## config.mk

```make
export PLATFORM = sky130hd
export DESIGN_NAME = dnc_core
export DESIGN_NICKNAME = d
export VERILOG_FILES = /design/src/dnc_pkg.sv /design/src/dnc_core.sv
export VERILOG_INCLUDE_DIRS = /design/src
export SDC_FILE = /design/constraint.sdc
export NUM_CORES = 2
export LEC_CHECK = 0
export BUFFER_PORTS_ARGS = -buffer_cell sky130_fd_sc_hd__buf_2
export CAP_MARGIN = 0
export CORE_MARGIN = 8
export CORE_UTILIZATION = 30
export CTS_BUF_LIST = sky130_fd_sc_hd__clkbuf_4
export DETAILED_ROUTE_END_ITERATION = 12
export PLACE_DENSITY = 0.53
export SYNTH_ARGS = -nofsm -noshare
export SYNTH_HDL_FRONTEND = slang
export SYNTH_SLANG_ARGS = --single-unit
```

## constraint.sdc

```tcl
create_clock -name clk_sys -period 11.4 [get_ports clk_sys]
set_input_delay 0.57 -clock clk_sys [delete_from_list [all_inputs] [get_ports clk_sys]]
set_output_delay 0.57 -clock clk_sys [all_outputs]
set_load 0.01 [all_outputs]
```

## src/dnc_defines.svh

```systemverilog
// Constants for the two-loop clock core: register offsets, field
// positions, reset values, limits and timing counts.
// Assumes a 40 MHz system clock and byte-wide register access.
`ifndef DNC_DEFINES_SVH
`define DNC_DEFINES_SVH

// ----------------------------------------------------------------
// Register offsets
// ----------------------------------------------------------------
`define DNC_ADDR_SEL_A 8'hEC
`define DNC_ADDR_OFS_A 8'hED
`define DNC_ADDR_SEL_B 8'hF1
`define DNC_ADDR_OFS_B 8'hF2
`define DNC_OFS_BYTES 3'h4

// ----------------------------------------------------------------
// Field positions and reset values
// ----------------------------------------------------------------
`define DNC_SEL_EN_BIT 7
`define DNC_SEL_ACT_BIT 6
`define DNC_SEL_RESET 8'h00
`define DNC_OFS_RESET 32'h0000_0000

// ----------------------------------------------------------------
// Frequency word limits, nominal word is 2^29
// ----------------------------------------------------------------
`define DNC_NOM_FCW 32'h2000_0000
`define DNC_PULL_52 32'h0000_6D0D
`define DNC_PULL_130 32'h0001_10A1
`define DNC_PULL_400 32'h0003_46DC
`define DNC_PULL_3900 32'h001F_F2E4
`define DNC_SLOPE_61 32'h0000_7FED
`define DNC_SLOPE_7P5 32'h0000_0FBA
`define DNC_SLOPE_0P885 32'h0000_01DB
`define DNC_FINE_LIM 32'h0028_F5C2
`define DNC_FINE_SHIFT 3
`define DNC_BW_MAX 3'h6

// ----------------------------------------------------------------
// Timing
// ----------------------------------------------------------------
`define DNC_CLK_MHZ 40
`define DNC_LOCK_QUAL_US 100
`define DNC_LOCK_QUAL_CYC (`DNC_LOCK_QUAL_US * `DNC_CLK_MHZ)
`define DNC_LOCK_TH 16'h0002

`endif

```

## src/dnc_pkg.sv

```systemverilog
// Types shared by the two-loop clock core.
// Assumes nothing beyond a SystemVerilog elaborator.
package dnc_pkg;
  // Loop operating states
  typedef enum logic [1:0] {
    dnc_st_free,
    dnc_st_norm,
    dnc_st_hold
  } dnc_state_t;
endpackage : dnc_pkg

```

## src/dnc_core.sv

```systemverilog
// Two digital loops, four oscillator sources, two synthesizers with
// stoppable, skewable output dividers and the oscillator slot registers.
// Assumes synchronous inputs, ref_edge as one-cycle pulses per reference.
`include "dnc_defines.svh"

module dnc_core
  import dnc_pkg::*;
(
  input wire logic clk_sys,
  input wire logic rst,
  input wire logic ce,
  input wire logic [7:0] reg_addr,
  input wire logic [7:0] reg_wdata,
  input wire logic reg_wr,
  input wire logic reg_rd,
  output logic [7:0] reg_rdata,
  input wire logic [3:0] ref_edge,
  input wire logic [3:0][3:0] ref_fail,
  input wire logic [1:0][1:0] ref_sel,
  input wire logic [1:0][3:0] auto_holdover_fail_mask,
  input wire logic [1:0] force_freerun,
  input wire logic [1:0] force_holdover,
  input wire logic [1:0] loop_nco_mode,
  input wire logic [1:0] phase_error_clear_mode,
  input wire logic [1:0][1:0] pull_in_sel,
  input wire logic [1:0][2:0] bw_sel,
  input wire logic [1:0][1:0] slope_sel,
  input wire logic [1:0][15:0] fwd_div,
  input wire logic [1:0][15:0] fb_div,
  input wire logic [1:0][1:0] synth_src,
  input wire logic [1:0][15:0] synth_m,
  input wire logic [1:0][15:0] synth_n,
  input wire logic [1:0][15:0] out_div,
  input wire logic [1:0][7:0] skew_coarse,
  input wire logic [1:0][3:0] skew_fine_in,
  input wire logic [1:0] stop_ser,
  input wire logic [1:0] stop_gpio,
  input wire logic [1:0] stop_on_fall,
  output logic [1:0][1:0] loop_state,
  output logic [1:0] loop_lock,
  output logic [1:0] loop_holdover,
  output logic [1:0] clk_out,
  output logic [1:0][3:0] skew_fine_out
);

  // ----------------------------------------------------------------
  // Helpers
  // ----------------------------------------------------------------
  function automatic logic signed [31:0] dnc_clamp(input logic signed [31:0] v, input logic signed [31:0] lim);
    if (v > lim) begin
      return lim;
    end else if (v < -lim) begin
      return -lim;
    end else begin
      return v;
    end
  endfunction : dnc_clamp

  // ----------------------------------------------------------------
  // Oscillator slot registers
  // ----------------------------------------------------------------
  logic [7:0] sel_reg [2];
  logic [31:0] fine_reg [2];
  logic [1:0] src_a;
  logic [1:0] src_b;
  logic slot_a_act;
  logic slot_b_act;
  logic both_nco;
  logic [3:0] src_act;
  logic signed [31:0] src_ofs [4];

  always_ff @(posedge clk_sys) begin
    if (rst) begin
      sel_reg[0] <= `DNC_SEL_RESET;
      sel_reg[1] <= `DNC_SEL_RESET;
      fine_reg[0] <= `DNC_OFS_RESET;
      fine_reg[1] <= `DNC_OFS_RESET;
    end else if (ce && reg_wr) begin
      case (reg_addr)
        `DNC_ADDR_SEL_A: sel_reg[0] <= reg_wdata;
        `DNC_ADDR_SEL_B: sel_reg[1] <= reg_wdata;
        `DNC_ADDR_OFS_A: fine_reg[0][31:24] <= reg_wdata;
        `DNC_ADDR_OFS_A + 8'h01: fine_reg[0][23:16] <= reg_wdata;
        `DNC_ADDR_OFS_A + 8'h02: fine_reg[0][15:8] <= reg_wdata;
        `DNC_ADDR_OFS_A + 8'h03: fine_reg[0][7:0] <= reg_wdata;
        `DNC_ADDR_OFS_B: fine_reg[1][31:24] <= reg_wdata;
        `DNC_ADDR_OFS_B + 8'h01: fine_reg[1][23:16] <= reg_wdata;
        `DNC_ADDR_OFS_B + 8'h02: fine_reg[1][15:8] <= reg_wdata;
        `DNC_ADDR_OFS_B + 8'h03: fine_reg[1][7:0] <= reg_wdata;
        default: ;
      endcase
    end
  end

  // Register read port, unmapped offsets read zero
  always_ff @(posedge clk_sys) begin
    if (rst) begin
      reg_rdata <= 8'h00;
    end else if (ce && reg_rd) begin
      case (reg_addr)
        `DNC_ADDR_SEL_A: reg_rdata <= {sel_reg[0][7], slot_a_act, sel_reg[0][5:0]};
        `DNC_ADDR_SEL_B: reg_rdata <= {sel_reg[1][7], slot_b_act, sel_reg[1][5:0]};
        `DNC_ADDR_OFS_A: reg_rdata <= fine_reg[0][31:24];
        `DNC_ADDR_OFS_A + 8'h01: reg_rdata <= fine_reg[0][23:16];
        `DNC_ADDR_OFS_A + 8'h02: reg_rdata <= fine_reg[0][15:8];
        `DNC_ADDR_OFS_A + 8'h03: reg_rdata <= fine_reg[0][7:0];
        `DNC_ADDR_OFS_B: reg_rdata <= fine_reg[1][31:24];
        `DNC_ADDR_OFS_B + 8'h01: reg_rdata <= fine_reg[1][23:16];
        `DNC_ADDR_OFS_B + 8'h02: reg_rdata <= fine_reg[1][15:8];
        `DNC_ADDR_OFS_B + 8'h03: reg_rdata <= fine_reg[1][7:0];
        default: reg_rdata <= 8'h00;
      endcase
    end
  end

  // dedicated pair unusable while both loops run as oscillators
  assign both_nco = &loop_nco_mode;
  assign src_a = sel_reg[0][1:0];
  assign src_b = sel_reg[1][1:0];
  assign slot_a_act = sel_reg[0][`DNC_SEL_EN_BIT] && (src_a[1] ? !both_nco : loop_nco_mode[src_a[0]]);
  // second slot yields when the active first slot points at the same source
  assign slot_b_act = sel_reg[1][`DNC_SEL_EN_BIT] && (src_b[1] ? !both_nco : loop_nco_mode[src_b[0]])
                      && !(slot_a_act && (src_a == src_b));

  // fine offset per source, scaled and held to half a percent
  always_comb begin
    for (int s = 0; s < 4; s++) begin
      src_act[s] = 1'b0;
      src_ofs[s] = 32'sh0000_0000;
      if (slot_a_act && (src_a == 2'(s))) begin
        src_act[s] = 1'b1;
        src_ofs[s] = dnc_clamp($signed(fine_reg[0]) >>> `DNC_FINE_SHIFT, $signed(`DNC_FINE_LIM));
      end else if (slot_b_act && (src_b == 2'(s))) begin
        src_act[s] = 1'b1;
        src_ofs[s] = dnc_clamp($signed(fine_reg[1]) >>> `DNC_FINE_SHIFT, $signed(`DNC_FINE_LIM));
      end
    end
  end

  // ----------------------------------------------------------------
  // Oscillator sources: two loops, two dedicated oscillators
  // ----------------------------------------------------------------
  logic signed [31:0] app_reg [2];
  logic [31:0] acc_reg [4];
  logic [3:0] tick_reg;
  logic [31:0] fcw [4];

  // Frequency words, an idle dedicated oscillator stands still
  assign fcw[0] = `DNC_NOM_FCW + app_reg[0];
  assign fcw[1] = `DNC_NOM_FCW + app_reg[1];
  assign fcw[2] = src_act[2] ? `DNC_NOM_FCW + src_ofs[2] : 32'h0000_0000;
  assign fcw[3] = src_act[3] ? `DNC_NOM_FCW + src_ofs[3] : 32'h0000_0000;

  // Phase accumulators, carry out is the source tick
  always_ff @(posedge clk_sys) begin
    if (rst) begin
      for (int s = 0; s < 4; s++) begin
        acc_reg[s] <= 32'h0000_0000;
      end
      tick_reg <= 4'h0;
    end else if (ce) begin
      for (int s = 0; s < 4; s++) begin
        {tick_reg[s], acc_reg[s]} <= {1'b0, acc_reg[s]} + {1'b0, fcw[s]};
      end
    end
  end

  // ----------------------------------------------------------------
  // Digital loops
  // ----------------------------------------------------------------
  dnc_state_t state_reg [2];
  logic signed [31:0] freq_reg [2];
  logic signed [31:0] hold_reg [2];
  logic signed [15:0] pe_reg [2];
  logic [1:0] fail_um;
  logic [1:0] ref_ok;
  logic signed [31:0] pull_lim [2];
  logic signed [31:0] slope_lim [2];

  for (genvar g = 0; g < 2; g++) begin : g_loop
    logic [15:0] fwd_cnt_reg;
    logic [15:0] fb_cnt_reg;
    logic ref_tick_reg;
    logic fb_tick_reg;
    logic [1:0] sel_prev_reg;
    logic [11:0] lock_cnt_reg;
    logic [2:0] bw_eff;
    logic signed [31:0] step;

    always_comb begin
      case (pull_in_sel[g])
        2'h0: pull_lim[g] = $signed(`DNC_PULL_52);
        2'h1: pull_lim[g] = $signed(`DNC_PULL_130);
        2'h2: pull_lim[g] = $signed(`DNC_PULL_400);
        default: pull_lim[g] = $signed(`DNC_PULL_3900);
      endcase
    end

    // phase slope limit, top code reuses the 3900 pull-in limit
    always_comb begin
      case (slope_sel[g])
        2'h0: slope_lim[g] = $signed(`DNC_SLOPE_61);
        2'h1: slope_lim[g] = $signed(`DNC_SLOPE_7P5);
        2'h2: slope_lim[g] = $signed(`DNC_SLOPE_0P885);
        default: slope_lim[g] = $signed(`DNC_PULL_3900);
      endcase
    end

    // only unmasked failures of the active reference enter holdover; ref_ok counts every failure, masked or not
    assign fail_um[g] = |(ref_fail[ref_sel[g]] & ~auto_holdover_fail_mask[g]);
    assign ref_ok[g] = ~|ref_fail[ref_sel[g]];

    // divisors read live, cascade with synth
    // forward and feedback dividers on reference and source ticks
    always_ff @(posedge clk_sys) begin
      if (rst) begin
        fwd_cnt_reg <= 16'h0000;
        fb_cnt_reg <= 16'h0000;
        ref_tick_reg <= 1'b0;
        fb_tick_reg <= 1'b0;
      end else if (ce) begin
        ref_tick_reg <= 1'b0;
        fb_tick_reg <= 1'b0;
        // one of four references feeds the loop
        if (ref_edge[ref_sel[g]]) begin
          if ({1'b0, fwd_cnt_reg} + 17'h0_0001 >= {1'b0, fwd_div[g]}) begin
            fwd_cnt_reg <= 16'h0000;
            ref_tick_reg <= 1'b1;
          end else begin
            fwd_cnt_reg <= fwd_cnt_reg + 16'h0001;
          end
        end
        if (tick_reg[g]) begin
          if ({1'b0, fb_cnt_reg} + 17'h0_0001 >= {1'b0, fb_div[g]}) begin
            fb_cnt_reg <= 16'h0000;
            fb_tick_reg <= 1'b1;
          end else begin
            fb_cnt_reg <= fb_cnt_reg + 16'h0001;
          end
        end
      end
    end

    // phase error, cleared on switch when clear mode is on
    always_ff @(posedge clk_sys) begin
      if (rst) begin
        pe_reg[g] <= 16'sh0000;
        sel_prev_reg <= 2'h0;
      end else if (ce) begin
        sel_prev_reg <= ref_sel[g];
        if (state_reg[g] != dnc_st_norm || (phase_error_clear_mode[g] && sel_prev_reg != ref_sel[g])) begin
          pe_reg[g] <= 16'sh0000;
        end else if (ref_tick_reg && !fb_tick_reg && pe_reg[g] != 16'sh7FFF) begin
          pe_reg[g] <= pe_reg[g] + 16'sh0001;
        end else if (fb_tick_reg && !ref_tick_reg && pe_reg[g] != -16'sh7FFF) begin
          pe_reg[g] <= pe_reg[g] - 16'sh0001;
        end
      end
    end

    always_ff @(posedge clk_sys) begin
      if (rst) begin
        state_reg[g] <= dnc_st_free;
      end else if (ce) begin
        case (state_reg[g])
          // stays free until a reference is usable
          dnc_st_free: begin
            if (!force_freerun[g] && !force_holdover[g] && ref_ok[g]) begin
              state_reg[g] <= dnc_st_norm;
            end
          end
          // unmasked failure or host request enters holdover
          dnc_st_norm: begin
            if (force_freerun[g]) begin
              state_reg[g] <= dnc_st_free;
            end else if (force_holdover[g] || fail_um[g]) begin
              state_reg[g] <= dnc_st_hold;
            end
          end
          // returns to normal once holdover is not forced and the active reference shows no failure
          dnc_st_hold: begin
            if (force_freerun[g]) begin
              state_reg[g] <= dnc_st_free;
            end else if (!force_holdover[g] && ref_ok[g]) begin
              state_reg[g] <= dnc_st_norm;
            end
          end
          default: state_reg[g] <= dnc_st_free;
        endcase
      end
    end

    // filter gain follows bandwidth live, top code saturates
    assign bw_eff = (bw_sel[g] > `DNC_BW_MAX) ? `DNC_BW_MAX : bw_sel[g];
    assign step = {{16{pe_reg[g][15]}}, pe_reg[g]} <<< bw_eff;

    // frequency integrated within the pull-in limit, stored while locked, replayed in holdover
    always_ff @(posedge clk_sys) begin
      if (rst) begin
        freq_reg[g] <= 32'sh0000_0000;
        hold_reg[g] <= 32'sh0000_0000;
        app_reg[g] <= 32'sh0000_0000;
      end else if (ce) begin
        case (state_reg[g])
          dnc_st_norm: begin
            freq_reg[g] <= dnc_clamp(freq_reg[g] + step, pull_lim[g]);
            if (loop_lock[g]) begin
              hold_reg[g] <= freq_reg[g];
            end
          end
          dnc_st_hold: freq_reg[g] <= hold_reg[g];
          default: freq_reg[g] <= 32'sh0000_0000;
        endcase
        // oscillator mode replaces the loop output
        if (loop_nco_mode[g]) begin
          app_reg[g] <= src_act[g] ? src_ofs[g] : 32'sh0000_0000;
        end else if (state_reg[g] == dnc_st_norm) begin
          // output deviation bounded by the slope limit
          app_reg[g] <= hold_reg[g] + dnc_clamp(freq_reg[g] - hold_reg[g], slope_lim[g]);
        end else begin
          app_reg[g] <= freq_reg[g];
        end
      end
    end

    always_ff @(posedge clk_sys) begin
      if (rst) begin
        lock_cnt_reg <= 12'h000;
        loop_lock[g] <= 1'b0;
        loop_holdover[g] <= 1'b0;
        loop_state[g] <= 2'h0;
      end else if (ce) begin
        loop_state[g] <= state_reg[g];
        loop_holdover[g] <= (state_reg[g] == dnc_st_hold);
        if (state_reg[g] != dnc_st_norm || pe_reg[g] > $signed(`DNC_LOCK_TH) || pe_reg[g] < -$signed(`DNC_LOCK_TH)) begin
          lock_cnt_reg <= 12'h000;
          loop_lock[g] <= 1'b0;
        end else if (lock_cnt_reg == 12'(`DNC_LOCK_QUAL_CYC)) begin
          loop_lock[g] <= 1'b1;
        end else begin
          lock_cnt_reg <= lock_cnt_reg + 12'h001;
        end
      end
    end

  end

  // ----------------------------------------------------------------
  // Synthesizers and output dividers
  // ----------------------------------------------------------------
  for (genvar k = 0; k < 2; k++) begin : g_syn
    logic [16:0] macc_reg;
    logic stick_reg;
    logic [15:0] div_cnt_reg;
    logic [7:0] skew_prev_reg;
    logic [7:0] skew_cnt_reg;
    logic [16:0] macc_sum;
    logic stop_now;

    assign macc_sum = macc_reg + {1'b0, synth_m[k]};

    // source select, M over N fractional rate
    always_ff @(posedge clk_sys) begin
      if (rst) begin
        macc_reg <= 17'h0_0000;
        stick_reg <= 1'b0;
      end else if (ce) begin
        stick_reg <= 1'b0;
        if (tick_reg[synth_src[k]] && synth_n[k] != 16'h0000) begin
          if (macc_sum >= {1'b0, synth_n[k]}) begin
            macc_reg <= macc_sum - {1'b0, synth_n[k]};
            stick_reg <= 1'b1;
          end else begin
            macc_reg <= macc_sum;
          end
        end
      end
    end

    // stop from either control at the chosen level
    assign stop_now = (stop_ser[k] || stop_gpio[k]) && (clk_out[k] == !stop_on_fall[k]);

    // toggle divider, each half period equal
    always_ff @(posedge clk_sys) begin
      if (rst) begin
        div_cnt_reg <= 16'h0000;
        clk_out[k] <= 1'b0;
        skew_prev_reg <= 8'h00;
        skew_cnt_reg <= 8'h00;
        skew_fine_out[k] <= 4'h0;
      end else if (ce) begin
        skew_prev_reg <= skew_coarse[k];
        // fine step passed on, coarse step swallows ticks
        skew_fine_out[k] <= skew_fine_in[k];
        if (skew_prev_reg != skew_coarse[k]) begin
          skew_cnt_reg <= skew_coarse[k];
        end else if (stick_reg && skew_cnt_reg != 8'h00) begin
          skew_cnt_reg <= skew_cnt_reg - 8'h01;
        end else if (stick_reg && !stop_now) begin
          if ({1'b0, div_cnt_reg} + 17'h0_0001 >= {1'b0, out_div[k]}) begin
            div_cnt_reg <= 16'h0000;
            clk_out[k] <= !clk_out[k];
          end else begin
            div_cnt_reg <= div_cnt_reg + 16'h0001;
          end
        end
      end
    end

  end
endmodule : dnc_core

```

==> impl_metrics.toml <==
[outcome]
status = "finished clean"

[cells_and_area]
drive_above_1_share = 0.104
largest_reg_flops = 128
area_growth_syn_to_layout_pct = 13.3
final_core_utilization = 0.340
final_net_count = 8718

[critical_path]
critical_path.top_delay_family = "compound AO/OA/AOI/OAI gates"
critPathKind = "reg2reg"
crit_slowest_cell = "nor3_1"
critPathBufInv = 4
cp_data_arrival_time_ns = 11.24
endpoint_kind = "flip-flop"
peak_per_stage_delay_on_the_critical_path_ns = 0.64
required_ns = 12.38
path_max_fanout = 24
regToRegEndpoint = "app_reg[0][24]"
rrSetupSlack_ns = 1.14
r2r_cells = 37
crit-reg2reg-launch = "freq_reg[0][0]"
critPathLaunchType = "flip-flop"

[min_path]
startpoint_of_the_most_critical_hold_path = "synth_n[14]"
hold_path_end = "g_syn[0].macc_reg[14]"
classification_of_the_worst_slack_hold_path = "in2reg"
timing.hold.worst_path_depth = 5

[logic_synthesis]
ys_seq_elements = 660
synthDominantAreaCellType = "edfxtp_1"
seq_area_frac_synth = 0.269
netlist.area_leader.share = 0.152
synth.cell_area_um2 = 60600
netlist_instances = 7337
yosys_most_used_dff = "dfxtp_1"
post_synth_main_area_contributors = "edfxtp_1, ha_1, dfxtp_1, a21oi_1, nor2_1"
synth_area_per_cell_um2 = 8.25
number_of_enable_type_register_cells_in_the_synthesized_netlist = 306
post_synth_num_cell_types = 98
yosys_warnings = 0
synthArstFlopShare = 0

[die]
fp.dieH_um = 465
floorplan.initialDensity = 0.301
die_area_um2 = 216000
placement_rows = 165
pin_count = 295
fp.dieW_um = 465
fp.coreArea_um2 = 201000

[clock_network]
clk_pin_slew_ns = 0.06
cts_hold_buffers = 114
post_cts_resize_count = 0
cts-root-to-sink-buffers = 3
clockRootBuffer = "clkbuf_4"
htree_num_levels = 4
worstSkewPairLatency_ns = 1.26
cts_made_buffers = 199
tritoncts_clock_tree = "built"
clock_sinks = 660
postCtsSetupRepairBufs = 0

[timing]
period_share = 0.900
timing.setup.tns_ns = 0
fin_worst_skew_ns = 0.127
tightest_slew_ns = 1.42
final_max_slew_viol_count = 0
period_needed_ns = 10.26
fmax_mhz = 97.4
report.final.hold_viol_count = 0
finalSetupViolCount = 0
slew_headroom = 0.0492
post-route-worst-setup-slack_ns = 1.14
grt_setup_unrepaired = "no"

[drt]
final_antenna_net_count = 0
num_vias = 57700
iteration_count_of_the_initial_detailed_routing_pass = 13
post-route-drc-count = 0
drt-vias-per-instance = 5.46
detail_route.iter0.violations = 4640
drt_wl_total_um = 216000
routedWlPerCell_um = 20.4

[place]
buffer_ports.inserted = 294
place_hpwl_um = 165000
gpl.final_weighted_congestion = 0.942
dp_slack_ns = 1.34

[grt]
grt_first_pass_wirelength_um = 328000
gr-total-overflow = 0
total_routing_usage_reported_by_global_routing = 0.189
number_of_global_route_vias_before_repair = 55900
pin_count_of_the_biggest_net_entering_global_routing = 66
antenna_found_initial = 19

[power_and_ir_drop]
ir_worst_vdd_uv = 111
powerDensity_nw_per_um2 = 120
power_leakage_uw = 0.0306

[job]
cap_violations = 0
[worst min-delay path, cell delays in order]
cell	delay, ns
buf_2	0.11
inv_1	0.09
ha_1	0.25
xnor2_1	0.15
a31oi_1	0.07
[stage by stage]
step | hold WS (ns) | cell area (um2) | power [uW] | std cells
CTS | 0.00170 | 68600 | 8310 | 10500
global route | 0.0667 | 68600 | 8800 | 10600
finish | 0.146 | 68600 | 8250 | 10600
global placement | 0.434 | 64900 | 5790 | 10100
detailed placement | 0.449 | 64900 | 5820 | 10100
floorplan | 0.432 | 60600 | 4960 | 7346
[worst max path at each step]
| stage | from | to | slack (ns) | cells past startpoint |
|---|---|---|---|---|
| CTS | freq_reg[0][0] | app_reg[0][28] | 1.28 | 37 |
| global placement | freq_reg[0][0] | app_reg[0][28] | 1.36 | 37 |
| detailed placement | freq_reg[0][0] | app_reg[0][28] | 1.34 | 37 |
| global route | freq_reg[0][0] | app_reg[0][24] | 0.25 | 37 |
| finish | freq_reg[0][0] | app_reg[0][24] | 1.14 | 37 |
| floorplan | freq_reg[0][0] | app_reg[0][31] | 2.85 | 40 |
[cell usage after synthesis, drive strengths merged (41+ instances only)]
| cell type | count |
|---|---|
| nor2b | 86 |
| a211oi | 75 |
| o21bai | 66 |
| and3 | 113 |
| or3 | 52 |
| mux2i | 197 |
| o211ai | 51 |
| buf | 41 |
| nor2 | 714 |
| dfxtp | 354 |
| a21o | 250 |
| edfxtp | 306 |
| clkbuf | 277 |
| o22ai | 118 |
| nand2 | 503 |
| inv | 432 |
| nand4 | 94 |
| nor4 | 85 |
| a31oi | 68 |
| xor2 | 188 |
| nor3 | 168 |
| a21oi | 585 |
| nand3 | 207 |
| o21ai | 427 |
| xnor2 | 238 |
| nand2b | 60 |
| and2 | 110 |
| ha | 716 |
| o21a | 103 |
[layout make-up]
type                    count  area (um2)
well taps                2672        3340
repair buffers            490        3260
diodes                     13        32.5
inverters                 438        1650
flip-flops and latches    660       16300
clock buffers             270        2030
multi-input cells        5930       41500
clock inverters            87         483
fillers                 21300      133000
[power by group]
part / internal (uW) / leakage (uW) / switching, uW / total (uW)
registers: 2610 / 0.00606 / 159 / 2770
clock network: 1190 / 0.00149 / 1180 / 2370
logic: 1230 / 0.0230 / 1880 / 3110
total: 5030 / 0.0306 / 3210 / 8250
[cells in the final DEF, fill, tap and decap left out, types with 60 or more instances in the layout]
cell type / instances
a211oi_1: 74
a21o_1: 250
a21oi_1: 582
a31oi_1: 66
and2_1: 110
and3_1: 113
buf_2: 292
buf_4: 81
clkbuf_4: 270
clkinv_1: 61
dfxtp_1: 354
dlygate4sd3_1: 114
edfxtp_1: 306
ha_1: 716
inv_1: 431
mux2i_1: 197
nand2_1: 502
nand2b_1: 60
nand3_1: 207
nand4_1: 93
nor2_1: 711
nor2b_1: 86
nor3_1: 165
nor4_1: 84
o21a_1: 103
o21ai_0: 410
o21bai_1: 66
o22ai_1: 118
xnor2_1: 238
xor2_1: 188
[metal layers]
layer / GRT usage / vias up / wire [um]
met2: 0.313 / 1874 / 98100
met4: 0.0733 / 10 / 8670
met1: 0.244 / 27300 / 95300
met3: 0.0343 / 481 / 13700
li1: - / 28100 / -
met5: 0.00334 / - / 154
[cell families after synthesis]
| logic type | Yosys count | share of synthesized area |
|---|---|---|
| AOI/OAI and AO/OA | 2176 | 0.236 |
| xor gates and xnor gates | 427 | 0.0620 |
| adders and majority gates | 730 | 0.153 |
| buffers and inverters | 756 | 0.0474 |
| DFF | 660 | 0.269 |
| muxes | 248 | 0.0456 |
| other | 1 | 0.0000619 |
| and+or+nand+nor | 2339 | 0.188 |
No activity file was read; power rests on OpenSTA's default activity.
